===== src/core/ofp_pkg.sv =====
// package: register map, fields, states and timing for output fallback block
package ofp_pkg;
  localparam int unsigned CLK_HZ = 10_000_000;
  localparam int unsigned N_RELAY = 8;
  localparam int unsigned N_OUT = N_RELAY + 2;
  // register byte offsets
  localparam logic [7:0] OFF_CTRL = 8'h00;
  localparam logic [7:0] OFF_MODE = 8'h04;
  localparam logic [7:0] OFF_FB_LEVEL = 8'h08;
  localparam logic [7:0] OFF_OUT_SET = 8'h0c;
  localparam logic [7:0] OFF_OUT_NOW = 8'h10;
  localparam logic [7:0] OFF_STATUS = 8'h14;
  localparam logic [7:0] OFF_IRQ_MASK = 8'h18;
  localparam logic [7:0] OFF_DIAG = 8'h1c;
  // ctrl fields
  localparam int unsigned CTRL_HOLD = 0;
  localparam int unsigned CTRL_NO_REARM = 1;
  localparam int unsigned CTRL_SIX_RELAY = 2;
  localparam int unsigned CTRL_CLR_PROT = 3;
  // status bit positions
  localparam int unsigned ST_FALLBACK = 0;
  localparam int unsigned ST_SHORT0 = 1;
  localparam int unsigned ST_SHORT24 = 2;
  localparam int unsigned ST_PULSE_ERR = 3;
  localparam int unsigned ST_W = 4;
  // reset values
  localparam logic [3:0] CTRL_RST = 4'h0;
  localparam logic [N_OUT-1:0] FB_LEVEL_RST = 10'h000;
  // fast output function per channel
  typedef enum logic [1:0] {
    OFP_FN_PLAIN = 2'h0,
    OFP_FN_TRAIN = 2'h1,
    OFP_FN_WIDTH = 2'h2
  } ofp_fn_t;
  typedef enum logic [1:0] {
    OFP_PR_IDLE = 2'h0,
    OFP_PR_LOCK = 2'h1,
    OFP_PR_RETEST = 2'h3
  } ofp_prot_t;
  // re-arm periods
  localparam int unsigned REARM0_S = 10;
  localparam int unsigned REARM24_US = 200;
  localparam int unsigned REARM0_CYC = REARM0_S * CLK_HZ;
  localparam int unsigned REARM24_CYC = REARM24_US * (CLK_HZ / 1_000_000);
  localparam int unsigned CNT_W = 27;
  typedef struct packed {
    logic [3:0] ctrl;
    ofp_fn_t fn1;
    ofp_fn_t fn0;
    logic [N_OUT-1:0] fb_level;
    logic [N_OUT-1:0] out_set;
    logic [N_OUT-1:0] held;
    logic [N_OUT-1:0] outs;
    logic [ST_W-1:0] status;
    logic [ST_W-1:0] mask;
    logic [1:0] diag;
    logic in_fb;
    ofp_prot_t prot;
    logic prot_24;
    logic [CNT_W-1:0] cnt;
    logic [31:0] prdata;
  } ofp_state_t;
endpackage : ofp_pkg


===== src/core/ofp_output_fallback_protect.sv =====
// output fallback, fast output short-circuit protection and apb registers
`timescale 1ns/100ps
module ofp_output_fallback_protect
  import ofp_pkg::*;
#(
  parameter int unsigned REARM0_CYCLES = REARM0_CYC,
  parameter int unsigned REARM24_CYCLES = REARM24_CYC
) (
  // clock and reset
  input wire logic clk_sys_in,
  input wire logic sys_rst_in,
  // apb slave
  input wire logic psel_in,
  input wire logic penable_in,
  input wire logic pwrite_in,
  input wire logic [7:0] paddr_in,
  input wire logic [31:0] pwdata_in,
  output logic [31:0] prdata_out,
  output logic pready_out,
  output logic pslverr_out,
  // controller state and supervision
  input wire logic stop_in,
  input wire logic exception_in,
  input wire logic short_0v_in,
  input wire logic short_24v_in,
  input wire logic pulse_supply_ok_in,
  input wire logic sys_power_up_in,
  // pulse generators
  input wire logic [1:0] pulse_wave_in,
  output logic [1:0] train_ramp_stop_out,
  output logic [1:0] train_abort_out,
  // outputs
  output logic fast_out_0,
  output logic fast_out_1,
  output logic [N_RELAY-1:0] relay_out,
  output logic irq_out
);
  ofp_state_t st;
  ofp_state_t next_st;
  logic wr;
  logic rd;
  logic fb_now;
  logic prot_on;
  logic [1:0] pulse_fn;
  logic [N_OUT-1:0] relay_mask;
  logic [N_OUT-1:0] normal;
  logic [N_OUT-1:0] fallback;
  logic [N_OUT-1:0] held_now;
  logic [ST_W-1:0] ev;
  logic pwr_q;
  logic [CNT_W-1:0] period;

  function automatic logic is_pulse(input ofp_fn_t f);
    return f != OFP_FN_PLAIN;
  endfunction : is_pulse

  assign wr = psel_in & penable_in & pwrite_in;
  assign rd = psel_in & ~penable_in & ~pwrite_in;
  assign fb_now = stop_in | exception_in;
  assign prot_on = st.prot != OFP_PR_IDLE;
  assign pulse_fn = {is_pulse(st.fn1), is_pulse(st.fn0)};
  // relays 6 and 7 absent on the six-relay variant
  assign relay_mask = st.ctrl[CTRL_SIX_RELAY] ? 10'h33f : 10'h3ff;
  assign period = st.prot_24 ? CNT_W'(REARM24_CYCLES) : CNT_W'(REARM0_CYCLES);

  always_comb begin
    normal = st.out_set;
    // plain by default; pulse functions take the fast pins
    if (is_pulse(st.fn0)) begin
      normal[N_RELAY] = pulse_wave_in[0];
    end
    if (is_pulse(st.fn1)) begin
      normal[N_RELAY+1] = pulse_wave_in[1];
    end
    // held copy is not captured yet on the entry cycle
    held_now = st.in_fb ? st.held : st.outs;
    // default level or held level
    fallback = st.ctrl[CTRL_HOLD] ? held_now : st.fb_level;
    if (pulse_fn[0]) begin
      fallback[N_RELAY] = 1'b0;
    end
    if (pulse_fn[1]) begin
      fallback[N_RELAY+1] = 1'b0;
    end
  end

  always_comb begin
    next_st = st;
    ev = '0;
    next_st.in_fb = fb_now;
    // capture levels on fallback entry
    if (fb_now && !st.in_fb) begin
      next_st.held = st.outs;
      ev[ST_FALLBACK] = 1'b1;
    end
    next_st.outs = (fb_now ? fallback : normal) & relay_mask;
    // protection acts on fast group only
    case (st.prot)
      OFP_PR_IDLE: begin
        if (short_0v_in || short_24v_in) begin
          next_st.prot = OFP_PR_LOCK;
          next_st.prot_24 = short_24v_in & ~short_0v_in;
          next_st.cnt = '0;
        end
      end
      OFP_PR_LOCK: begin
        if (st.ctrl[CTRL_NO_REARM]) begin
          next_st.cnt = '0;
        end else if (st.cnt >= period - CNT_W'(1)) begin
          next_st.prot = OFP_PR_RETEST;
        end else begin
          next_st.cnt = st.cnt + CNT_W'(1);
        end
      end
      OFP_PR_RETEST: begin
        next_st.cnt = '0;
        if (short_0v_in || short_24v_in) begin
          next_st.prot = OFP_PR_LOCK;
          next_st.prot_24 = short_24v_in & ~short_0v_in;
        end else begin
          next_st.prot = OFP_PR_IDLE;
        end
      end
      default: begin
        next_st.prot = OFP_PR_IDLE;
      end
    endcase
    if (st.prot == OFP_PR_IDLE || st.prot == OFP_PR_RETEST) begin
      ev[ST_SHORT0] = short_0v_in;
      ev[ST_SHORT24] = short_24v_in & ~short_0v_in;
    end
    if (short_0v_in) begin
      next_st.diag[0] = 1'b1;
    end
    if (short_24v_in) begin
      next_st.diag[1] = 1'b1;
    end
    // missing pulse supply at power-up edge
    ev[ST_PULSE_ERR] = sys_power_up_in & ~pwr_q &
      ~pulse_supply_ok_in;
    next_st.prdata = '0;
    if (wr) begin
      case (paddr_in)
        OFF_CTRL: next_st.ctrl = pwdata_in[3:0];
        OFF_MODE: begin
          next_st.fn0 = ofp_fn_t'(pwdata_in[1:0]);
          next_st.fn1 = ofp_fn_t'(pwdata_in[3:2]);
        end
        OFF_FB_LEVEL: next_st.fb_level = pwdata_in[N_OUT-1:0];
        OFF_OUT_SET: next_st.out_set = pwdata_in[N_OUT-1:0];
        OFF_STATUS: next_st.status = st.status & ~pwdata_in[ST_W-1:0];
        OFF_IRQ_MASK: next_st.mask = pwdata_in[ST_W-1:0];
        OFF_DIAG: next_st.diag = st.diag & ~pwdata_in[1:0];
        default: next_st.ctrl = st.ctrl;
      endcase
    end
    // software clear of a locked protection
    if (wr && paddr_in == OFF_CTRL && pwdata_in[CTRL_CLR_PROT]) begin
      next_st.ctrl[CTRL_CLR_PROT] = 1'b0;
      if (st.prot == OFP_PR_LOCK) begin
        next_st.prot = OFP_PR_RETEST;
      end
    end
    if (short_0v_in) begin
      next_st.diag[0] = 1'b1;
    end
    if (short_24v_in) begin
      next_st.diag[1] = 1'b1;
    end
    next_st.status = next_st.status | ev; // set wins over clear
    if (rd) begin
      case (paddr_in)
        OFF_CTRL: next_st.prdata = 32'(st.ctrl);
        OFF_MODE: next_st.prdata = 32'({st.fn1, st.fn0});
        OFF_FB_LEVEL: next_st.prdata = 32'(st.fb_level);
        OFF_OUT_SET: next_st.prdata = 32'(st.out_set);
        OFF_OUT_NOW: next_st.prdata = 32'(st.outs);
        OFF_STATUS: next_st.prdata = 32'(st.status);
        OFF_IRQ_MASK: next_st.prdata = 32'(st.mask);
        OFF_DIAG: next_st.prdata = 32'({st.prot_24, prot_on, st.diag});
        default: next_st.prdata = '0;
      endcase
    end
  end

  always_ff @(posedge clk_sys_in or posedge sys_rst_in) begin
    if (sys_rst_in) begin
      st <= '{ctrl: CTRL_RST, fn1: OFP_FN_PLAIN, fn0: OFP_FN_PLAIN,
              fb_level: FB_LEVEL_RST, prot: OFP_PR_IDLE, default: '0};
      pwr_q <= 1'b0;
    end else begin
      st <= next_st;
      pwr_q <= sys_power_up_in;
    end
  end

  // protection forces fast pins off, relays untouched
  assign fast_out_0 = st.outs[N_RELAY] & ~prot_on;
  assign fast_out_1 = st.outs[N_RELAY+1] & ~prot_on;
  assign relay_out = st.outs[N_RELAY-1:0];
  assign train_ramp_stop_out = {2{fb_now & ~prot_on}} &
    {st.fn1 == OFP_FN_TRAIN, st.fn0 == OFP_FN_TRAIN};
  assign train_abort_out = {2{prot_on}} &
    {st.fn1 == OFP_FN_TRAIN, st.fn0 == OFP_FN_TRAIN};
  assign irq_out = |(st.status & st.mask);
  assign prdata_out = st.prdata;
  assign pready_out = psel_in & penable_in;
  assign pslverr_out = 1'b0;

  a_fast_forced_off: assert property (@(posedge clk_sys_in)
    disable iff (sys_rst_in) prot_on |-> !fast_out_0 && !fast_out_1)
    else $error("fast output high during protection");
  a_short_locks: assert property (@(posedge clk_sys_in)
    disable iff (sys_rst_in)
    (st.prot == OFP_PR_IDLE && (short_0v_in || short_24v_in)) |=>
    st.prot == OFP_PR_LOCK)
    else $error("short did not lock protection");
  a_no_rearm_hold: assert property (@(posedge clk_sys_in)
    disable iff (sys_rst_in)
    (st.prot == OFP_PR_LOCK && st.ctrl[CTRL_NO_REARM] && !wr) |=>
    st.prot == OFP_PR_LOCK)
    else $error("re-arm while inhibited");
  a_pulse_fb_zero: assert property (@(posedge clk_sys_in)
    disable iff (sys_rst_in)
    (fb_now && pulse_fn[0]) |=> !st.outs[N_RELAY])
    else $error("pulse output not zero on fallback");
  a_default_level: assert property (@(posedge clk_sys_in)
    disable iff (sys_rst_in)
    (fb_now && !st.ctrl[CTRL_HOLD] && !pulse_fn[0] && !wr) |=>
    st.outs[0] == $past(st.fb_level[0]))
    else $error("default level not driven");
  a_hold_level: assert property (@(posedge clk_sys_in)
    disable iff (sys_rst_in)
    (st.in_fb && fb_now && st.ctrl[CTRL_HOLD] && !wr) |=>
    $stable(st.outs[0]))
    else $error("held output changed");
  a_ramp_req: assert property (@(posedge clk_sys_in)
    disable iff (sys_rst_in)
    (fb_now && st.fn0 == OFP_FN_TRAIN && !prot_on) |-> train_ramp_stop_out[0])
    else $error("no ramp request on fallback");
  a_pulse_err: assert property (@(posedge clk_sys_in)
    disable iff (sys_rst_in)
    (sys_power_up_in && !pwr_q && !pulse_supply_ok_in) |=>
    st.status[ST_PULSE_ERR])
    else $error("pulse error not flagged");
  a_diag_sets: assert property (@(posedge clk_sys_in)
    disable iff (sys_rst_in) short_24v_in |=> st.diag[1])
    else $error("diag not set");
  a_six_relays: assert property (@(posedge clk_sys_in)
    disable iff (sys_rst_in)
    $past(st.ctrl[CTRL_SIX_RELAY]) |-> relay_out[7:6] == 2'h0)
    else $error("absent relays driven");
endmodule : ofp_output_fallback_protect


===== config.mk =====
export PLATFORM = sky130hd
export DESIGN_NAME = ofp_output_fallback_protect
export DESIGN_NICKNAME = d
export VERILOG_FILES = /design/src/core/ofp_pkg.sv /design/src/core/ofp_output_fallback_protect.sv
export SDC_FILE = /design/constraint.sdc
export NUM_CORES = 1
export LEC_CHECK = 0
export BUFFER_PORTS_ARGS = -buffer_cell sky130_fd_sc_hd__buf_2
export CAP_MARGIN = 10
export CORE_MARGIN = 1
export CORE_UTILIZATION = 30
export DETAILED_ROUTE_END_ITERATION = 12
export PLACE_DENSITY_LB_ADDON = 0.08
export SETUP_SLACK_MARGIN = 0.4
export SYNTH_ARGS = -nofsm -noshare
export SYNTH_HDL_FRONTEND = slang
export SYNTH_SLANG_ARGS = --single-unit

===== constraint.sdc =====
create_clock -name clk_sys_in -period 3.9 [get_ports clk_sys_in]
set_input_delay 0.195 -clock clk_sys_in [delete_from_list [all_inputs] [get_ports clk_sys_in]]
set_output_delay 0.195 -clock clk_sys_in [all_outputs]
set_load 0.1 [all_outputs]

==> results of run 1 <==
-- repair_timing --
action | in CTS | in global routing
endpoints found under the setup margin | 0 | 6
hold buffers | 2 | 0
resized for setup | 0 | 1
endpoints found under the hold margin | 42 | 0
-- cells in the final DEF (no fill, tap or decap), drive strengths merged, types with 10 or more instances in the layout --
master,netlist,layout
o21ai,29,29
o31ai,11,11
or3,10,10
conb,1,23
a21oi,39,39
nand2,44,44
buf,47,62
mux2,48,48
nand3,21,21
ha,21,21
a22oi,13,13
nor2,45,45
dfrtp,100,100
clkbuf,19,10
inv,9,13
or4,12,12
o211ai,10,10
-- cell usage after synthesis (10+ instances only) --
cell type,n
mux2_2,48
nor2_1,45
o211ai_1,10
clkbuf_1,19
a22oi_1,13
buf_4,41
or4_1,12
nand3_1,21
a21oi_1,39
nand2_1,44
o21ai_0,29
dfrtp_1,100
o31ai_1,11
or3_1,10
ha_1,21
-- stage by stage --
step | power [mW] | utilization [%] | hold WS, ns | std cells | instance area, um^2
final | 2.657 | 34.12 | 0.07854 | 854 | 6404
after global routing | 2.829 | 34.12 | 0.06703 | 854 | 6404
after CTS | 2.711 | 34.11 | 0.06388 | 854 | 6402
after detailed placement | 1.788 | 32.46 | 0.3175 | 836 | 6092
after global placement | 1.772 | 32.46 | 0.3101 | 836 | 6092
after floorplan | 1.658 | - | 0.2264 | 606 | 5857
-- worst min path at each step --
stage                          endpoint  slack [ns]  cells past startpoint
after global routing            st[108]        0.07                      2
after global placement    prdata_out[0]        0.31                      2
after detailed placement  prdata_out[0]        0.32                      2
after floorplan                   pwr_q        0.23                      0
after CTS                       st[112]        0.06                      2
final                           st[108]        0.08                      2
-- cell type report --
cell class	count	area [um^2]
Multi-Input combinational cell	431	2923
Timing Repair Buffer	64	357.8
Clock buffer	10	239.0
Inverter	9	36.28
Sequential cell	100	2504
Clock inverter	6	51.30
Fill cell	1948	12360
Tap cell	234	292.8
-- registers in the layout, indices dropped and copies added (netlist names) --
register	count
pwr_q	1
relay_out	8
prdata_out	10
st	73
normal	8
-- power groups by stage --
stage	Combinational [mW]	Sequential, mW	Clock (mW)
floorplan	0.481	1.18	0
global route	0.641	1.21	0.982
global placement	0.566	1.21	0
finish	0.575	1.19	0.891
detailed placement	0.578	1.21	0
CTS	0.583	1.19	0.939
-- critical path, cell delays in order, from the launching register on --
cell and delay [ns]:
dfrtp_2 0.53, ha_1 0.36, and4b_1 0.27, and4_1 0.24
a211oi_1 0.33, o2111ai_1 0.57, or3_1 0.53, a21oi_1 0.15
-- cells by family (layout without fill, tap and decap cells) --
kind of cell,Yosys count,after routing
mux,55,55
flops,100,100
other cells,1,23
xor+xnor,1,1
compound gates,144,144
fa+ha+maj,21,21
buf+inv,75,89
simple gates,187,187
-- routing by layer --
layer | track usage [%] | up-vias | share of wire, %
met3 | 3.159 | 8 | 2.8
met2 | 29.48 | 87 | 52
met1 | 20.54 | 2223 | 44
met5 | 0 | - | 0
li1 | - | 2158 | -
met4 | 4.805 | 0 | 1.2
==> flow_summary.json, run 1 <==
{
  "firstDrtPassIters": 4,
  "initial_core_util_pct": 30.77,
  "port_buffers": 56,
  "place.detailed.hpwl_mm": 11.35,
  "grt_max_degree": 44,
  "ir_drop_mv": 0.2036,
  "p_clk_share_pct": 33.5,
  "ctsRootBufferMaster": "clkbuf_16",
  "die_h_um": 140.7,
  "place_worst_setup_slack_ns": 0.6146,
  "grt_pass1_wl_mm": 25.20,
  "setup.worst_path.end": "st[43]",
  "switching_share_pct": 34.81,
  "vias": 4476,
  "gp_congestion": 0.7905,
  "grt_pass1_vias": 4495,
  "cts_inserted_buffers": 9,
  "ys.flop_type": "dfrtp_1",
  "ys_async_sr_fraction_pct": 100.0,
  "r2r_cells": 7,
  "clk_pin_slew_ns": 0.08,
  "p_seq_share_pct": 44.8,
  "end_kind": "flip-flop",
  "synth-simple-area-share_pct": 17.07,
  "startpoint_type": "flip-flop",
  "finalHoldViolCount": 0,
  "min_path_type": "input port to flip-flop",
  "finalWorstSetupSlack_ns": 0.8305,
  "syn_to_final_growth_pct": 10.90,
  "path_class": "flip-flop to flip-flop",
  "synth-xor-area-share_pct": 0.1517,
  "worst_pin_slew_ns": 1.064,
  "status": "completed",
  "combPwrFrac_pct": 21.7,
  "r2r-start": "st[59]",
  "ys_warn_count": 0,
  "clock_sinks": 100,
  "ioPinCount": 102,
  "muxShareOfSynthArea_pct": 10.57,
  "ys_seq_elements": 100,
  "postCtsSetupBuffers": 0,
  "worstSetupStartpoint": "st[59]",
  "overflow": 0,
  "rows": 50,
  "drt_iter0_markers": 225,
  "synth_cell_types": 54,
  "final.setup.tns_ns": 0,
  "clock_skew_ns": 0.01007,
  "synthAdderAreaFrac_pct": 4.550,
  "synth_cells": 584,
  "avgSynthCellArea_um2": 9.887,
  "synth_edf_count": 0,
  "vias_per_cell": 5.241,
  "dieArea_mm2": 0.01981,
  "reg2reg_setup_slack_ns": 0.83,
  "drc_errors": 0,
  "crit_fanout": 15,
  "rsz0062_at_grt": "no",
  "nNetsFinal": 689,
  "synth_top_family_by_area": "simple AND/OR/NAND/NOR gates",
  "clockBufferDepth": 2,
  "yosys-top-cells-area": "dfrtp_1 43%, mux2_2 9.4%, buf_4 5.3%, ha_1 4.6%, a21oi_1 3.4%",
  "p_per_area_mw_per_mm2": 414.9,
  "p_switching_mw": 0.9247,
  "core_mm2": 0.01877,
  "synth_compound_area_share_pct": 16.62,
  "drt_wl_total_mm": 15.77,
  "drive_gt1_share_pct": 22.10,
  "routedWlPerCell_um": 18.47,
  "period_share_pct": 78.71,
  "finalSetupViolCount": 0,
  "r2r-end": "st[43]",
  "syn_area_mm2": 0.005774,
  "insertion_delay_ns": 0.36,
  "grt_usage_pct": 16.66,
  "synth_area_leader_cell": "dfrtp_1",
  "drv_slew": 0,
  "diodes": 0,
  "hold_start": "pwdata_in[5]",
  "htreeDepth": 3,
  "cts_tree": "built",
  "max_slew_margin_pct": 28.52,
  "synth_top_area_share_pct": 43.34,
  "clock.fmax_mhz": 325.8,
  "cap_violations": 0,
  "antenna_found_initial": 0,
  "min_period_ns": 3.070,
  "intPower_mw": 1.732,
  "yosysSeqAreaShare_pct": 43.34,
  "die_w_um": 140.7,
  "cp.required_ns": 4.18,
  "ant_nets": 0,
  "total_leakage_power_nw": 2.930,
  "arrival_ns": 3.35
}
Note: power is estimated with default switching activity, not from simulation.
==> run 2: changes to the inputs <==
==> constraint.sdc (replaced) <==
create_clock -name clk_sys_in -period 2.6 [get_ports clk_sys_in]
set_input_delay 0.13 -clock clk_sys_in [delete_from_list [all_inputs] [get_ports clk_sys_in]]
set_output_delay 0.13 -clock clk_sys_in [all_outputs]
set_load 0.1 [all_outputs]
==> run 2 against run 1 <==
The run now ends with negative setup slack left. Critical path depth is 3 higher. Sequential share of layout area shrank 4.8 points. Non-clock buffer count up 51. Register-to-register slack lost 0.88 ns. Setup slack got worse by 0.88 ns. Routed wire length grew 4.4%. Clock power increased by 49%. Cell area is 14% higher. Critical path type unchanged. Critical endpoint is now st[36]. Largest cell class unchanged.
==> flow_summary.json, run 2 (synthesis results as in run 1) <==
{
  "critPathSlowestCell": "dfrtp_2",
  "grt_usage_pct": 17.31,
  "arrival_ns": 2.93,
  "worstSetupStartpoint": "st[59]",
  "rsz0062_at_grt": "yes",
  "critPathBufInv": 3,
  "drt_iter0_markers": 269,
  "die_w_um": 140.7,
  "initial_core_util_pct": 30.77,
  "total_leakage_power_nw": 3.230,
  "final_cell_mix": "99 x dfrtp_1, 56 x buf_2, 48 x mux2_2",
  "rows": 50,
  "clock_skew_ns": 0.006463,
  "ir_drop_mv": 0.3391,
  "slowest_delay_ns": 0.44,
  "hold_start": "pwdata_in[7]",
  "place_area_mm2": 0.006362,
  "crit_fanout": 6,
  "finalSetupViolCount": 4,
  "cp.required_ns": 2.88,
  "clock_sinks": 100,
  "vias_per_cell": 5.209,
  "path_class": "flip-flop to flip-flop",
  "startpoint_type": "flip-flop",
  "cts_tree": "built",
  "vias": 4714,
  "cp_common_cell": "buf_8",
  "crit_cells": 10,
  "r2r_cells": 10,
  "core_mm2": 0.01877,
  "ant_nets": 0,
  "die_h_um": 140.7,
  "cap_violations": 0,
  "routedWlPerCell_um": 18.20,
  "drc_errors": 0,
  "syn_to_final_growth_pct": 26.48,
  "clockBufferDepth": 2,
  "grt_pass1_wl_mm": 26.48,
  "period_share_pct": 102.1,
  "drv_slew": 0,
  "p_per_area_mw_per_mm2": 598.2,
  "status": "complete, but fails checks",
  "finalHoldViolCount": 0,
  "final.setup.tns_ns": -0.08963,
  "htreeDepth": 3,
  "final_util_pct": 38.91,
  "place_worst_setup_slack_ns": -0.06259,
  "grt_max_degree": 54,
  "total_power_mw": 4.369,
  "layout_commonest_cell": "dfrtp_1",
  "drive_gt1_share_pct": 35.62,
  "port_buffers": 56,
  "worst_pin_slew_ns": 0.7244,
  "r2r-start": "st[59]",
  "gp_congestion": 0.7680,
  "regMostFlops": "st",
  "ioPinCount": 102,
  "overflow": 0,
  "largest_reg_flops": 73,
  "stdcell_area_mm2": 0.007303,
  "end_kind": "flip-flop",
  "clock.fmax_mhz": 376.8,
  "grt_pass1_vias": 4825,
  "firstDrtPassIters": 4,
  "ctsRootBufferMaster": "clkbuf_16",
  "min_path_type": "input port to flip-flop",
  "clk_pin_slew_ns": 0.08,
  "finalWorstSetupSlack_ns": -0.05399,
  "cts_inserted_buffers": 9,
  "violations": "negative setup slack",
  "insertion_delay_ns": 0.35,
  "diodes": 0,
  "place.detailed.hpwl_mm": 11.51,
  "drt_wl_total_mm": 16.47,
  "max_slew_margin_pct": 51.60,
  "dieArea_mm2": 0.01981,
  "whs_path_depth": 2,
  "crit_family": "compound AO/OA/AOI/OAI gates",
  "antenna_found_initial": 0,
  "nNetsFinal": 740,
  "path_cells": "buf_8 -> ha_4 -> and4b_1 -> a21boi_4 -> o311ai_4 -> o2111ai_4 -> buf_12 -> buf_8 -> or4_4 -> a21oi_2",
  "min_period_ns": 2.654
}
run 2: changes by cell type in the layout (fill, tap and decap cells not counted), moves of 7 or more:
cell	before	now
buf_4	5	40
buf_6	0	7
a21oi_2	0	11
ha_4	0	12
ha_1	21	9
a21oi_1	39	28
run 2: through the flow:
step | hold WS (ns) | cells
2_1_floorplan | 0.1614 | 606
3_3_place_gp | 0.2614 | 869
3_5_place_dp | 0.2600 | 869
4_1_cts | 0.002629 | 901
5_1_grt | 0.01995 | 905
6_report | 0.02126 | 905
run 2: path summary, 6_finish.rpt:
kind                                 endpoint  slack, ns
worst max-delay path                   st[36]      -0.05
worst max register to register         st[36]      -0.05
worst min-delay path                normal[7]       0.02
worst min register to register         st[64]       0.50
min in group asynchronous       prdata_out[0]       0.44
max in group asynchronous              st[59]       1.41
run 2: power by group:
part / total, mW / leakage (nW) / switching, mW / internal (mW)
Combinational: 1.27 / 1.76 / 0.775 / 0.495
Sequential: 1.76 / 1.33 / 0.113 / 1.65
Clock: 1.33 / 0.145 / 0.659 / 0.674
Total: 4.37 / 3.23 / 1.55 / 2.82
run 2: routing by layer:
| layer | vias to the layer above | share of wire (%) | track usage (%) |
|---|---|---|---|
| li1 | 2264 | - | - |
| met1 | 2362 | 44 | 20.98 |
| met2 | 73 | 52 | 31.55 |
| met3 | 15 | 3.1 | 2.955 |
| met4 | 0 | 1.0 | 4.462 |
| met5 | - | 0 | 0 |
run 2: what timing repair did:
| action | CTS | global route |
|---|---|---|
| resized for setup | 50 | 36 |
| hold buffers | 5 | 0 |
| setup endpoints to repair | 28 | 28 |
| setup buffers | 9 | 4 |
| endpoints found under the hold margin | 35 | 0 |
| pin swaps | 15 | 25 |
| gates cloned | 2 | 0 |
run 2: area by class of cell:
class	instances	area [um^2]
repair buffers	115	842.1
fillers	1864	11460
inverters	9	40.04
clock inverters	7	62.56
well taps	234	292.8
flip-flops and latches	100	2504
clock buffers	9	225.2
multi-input cells	431	3337
run 2: worst reg2reg max path: cells and delay by family (launching register included):
| family | cells | cell delay, ns |
|---|---|---|
| simple gates | 2 | 0.63 |
| flops | 1 | 0.44 |
| buf+inv | 3 | 0.48 |
| fa+ha+maj | 1 | 0.20 |
| compound gates | 4 | 0.84 |
==> run 3: changes to the inputs <==
--- a/config.mk
+++ b/config.mk
@@ -11,6 +11,7 @@
 export CORE_UTILIZATION = 30
 export DETAILED_ROUTE_END_ITERATION = 12
 export PLACE_DENSITY_LB_ADDON = 0.08
+export RECOVER_POWER = 25
 export SETUP_SLACK_MARGIN = 0.4
 export SYNTH_ARGS = -nofsm -noshare
 export SYNTH_HDL_FRONTEND = slang
==> run 3 against run 2 <==
The flow still finishes with violations (negative setup slack). Die area is the same. Hold slack got worse by 0.0020 ns. Setup slack better by 0.0022 ns. Global-route usage stayed put. Total power barely moved. Final cell count is the same. Clock-buffer cell count did not move. Routed wire length rose by 0.19%.
==> flow_summary.json, run 3 (synthesis results as in run 1) <==
{
  "finalSetupViolCount": 3,
  "clock.fmax_mhz": 377.1,
  "crit_family": "compound AO/OA/AOI/OAI gates",
  "dp_cells": 869,
  "finalWorstSetupSlack_ns": -0.05178,
  "grt_usage_pct": 17.31,
  "final_cell_mix": "99 x dfrtp_1, 48 x mux2_2, 44 x buf_2",
  "period_share_pct": 102.0,
  "p_per_area_mw_per_mm2": 600.9,
  "routedWlPerCell_um": 18.23,
  "status": "complete, but fails checks",
  "intPower_mw": 2.818,
  "layout_commonest_cell": "dfrtp_1",
  "rsz0062_at_grt": "yes",
  "critPathBufInv": 3,
  "cp_common_cell": "buf_8",
  "clk_pin_slew_ns": 0.08,
  "regMostFlops": "st",
  "firstDrtPassIters": 4,
  "path_cells": "buf_8 -> ha_4 -> and4b_1 -> a21boi_4 -> o311ai_4 -> o2111ai_4 -> buf_12 -> buf_8 -> or4_4 -> a21oi_2",
  "ioPinCount": 102,
  "worst_pin_slew_ns": 1.462,
  "largest_reg_flops": 73,
  "arrival_ns": 2.93,
  "startpoint_type": "flip-flop",
  "total_power_mw": 4.369,
  "place.detailed.hpwl_mm": 11.51,
  "finalHoldViolCount": 0,
  "slowest_delay_ns": 0.44,
  "diodes": 0,
  "n_fill_cell": 1872,
  "path_class": "flip-flop to flip-flop",
  "total_leakage_power_nw": 3.170,
  "cp.required_ns": 2.88,
  "cts_tree": "built",
  "htreeDepth": 3,
  "ant_nets": 0,
  "p_seq_share_pct": 40.4,
  "end_kind": "flip-flop",
  "p_clk_share_pct": 30.6,
  "combPwrFrac_pct": 29.0,
  "p_switching_mw": 1.551,
  "min_period_ns": 2.652,
  "syn_to_final_growth_pct": 25.89,
  "core_mm2": 0.01877,
  "violations": "negative setup slack",
  "critPathSlowestCell": "dfrtp_2",
  "vias_per_cell": 5.209,
  "grt_pass1_vias": 4825,
  "drv_slew": 0,
  "drt_iter0_markers": 295,
  "gp_congestion": 0.7680,
  "fin_cells": 905,
  "cap_violations": 0,
  "clock_skew_ns": 0.005878,
  "drt_wl_total_mm": 16.50,
  "max_slew_margin_pct": 1.973,
  "ir_drop_mv": 0.3394,
  "die_w_um": 140.7,
  "insertion_delay_ns": 0.36,
  "die_h_um": 140.7,
  "cts_inserted_buffers": 9,
  "clockBufferDepth": 2,
  "overflow": 0,
  "ctsRootBufferMaster": "clkbuf_16",
  "grt_max_degree": 54,
  "clock_sinks": 100,
  "rows": 50,
  "drc_errors": 0,
  "port_buffers": 56,
  "vias": 4714,
  "drive_gt1_share_pct": 33.68,
  "min_path_type": "input port to flip-flop",
  "crit_fanout": 6,
  "nNetsFinal": 740,
  "initial_core_util_pct": 30.77,
  "antenna_found_initial": 0,
  "dieArea_mm2": 0.01981,
  "switching_share_pct": 35.50,
  "grt_pass1_wl_mm": 26.48
}
run 3: changes by cell type in the layout (fill, tap and decap cells not counted):
cell        before  now
buf_2           56   44
clkbuf_4         0    1
buf_4           40   39
clkbuf_1         0   13
clkinvlp_2       0    1
clkinvlp_4       1    0
buf_12           3    2
run 3: layout make-up:
cell class,instances,area (um^2),share of cell area (%)
clock buffer,9,225.2,3.098
timing repair buffer,115,810.8,11.15
clock inverter,7,62.56,0.8606
sequential,100,2504,34.44
inverter,9,37.54,0.5164
tap,234,292.8,4.028
multi-input combinational,431,3337,45.90
run 3: layer usage:
layer / routed length [um] / vias to the layer above / GRT usage [%]
met5: 0 / - / 0
met4: 165 / 0 / 4.462
met3: 512 / 15 / 2.955
met2: 8557 / 80 / 31.55
met1: 7266 / 2353 / 20.98
li1: - / 2266 / -
run 3: path summary, 6_finish.rpt:
path	start	to	slack, ns	depth (start not counted)
worst min register to register	st[64]	st[64]	0.50	1
max in group asynchronous	sys_rst_in	st[61]	0.53	4
min in group asynchronous	sys_rst_in	prdata_out[0]	0.64	3
worst max-delay path	st[59]	st[36]	-0.05	10
worst max register to register	st[59]	st[36]	-0.05	10
worst min-delay path	pwdata_in[7]	st[110]	0.02	2
run 3: timing repair:
action	4_1_cts	5_1_grt
resized for setup	50	36
endpoints found under the setup margin	28	28
hold buffers	5	0
setup buffers	9	4
gates cloned	2	0
hold endpoints to repair	35	0
pin swaps	15	25
run 3: power groups by stage:
stage | sequential (mW) | combinational, mW | clock [mW]
CTS | 1.76 | 1.19 | 1.40
floorplan | 1.77 | 0.723 | 0
finish | 1.77 | 1.27 | 1.34
detailed placement | 1.81 | 0.946 | 0
global placement | 1.81 | 0.920 | 0
global route | 1.78 | 1.39 | 1.45
run 3: per-stage QoR:
step                setup TNS [ns]  hold slack [ns]  setup slack, ns  cell area [um^2]  utilization [%]
floorplan                        0           0.1614           0.1716              5876                -
global placement          -0.09208           0.2614         -0.01635              6362            33.90
detailed placement         -0.3727           0.2600         -0.06259              6362            33.90
CTS                       -0.03908         0.002629         -0.02644              7087            37.76
global route                -1.352          0.01995          -0.1222              7269            38.73
finish                    -0.08660          0.01929         -0.05178              7269            38.73
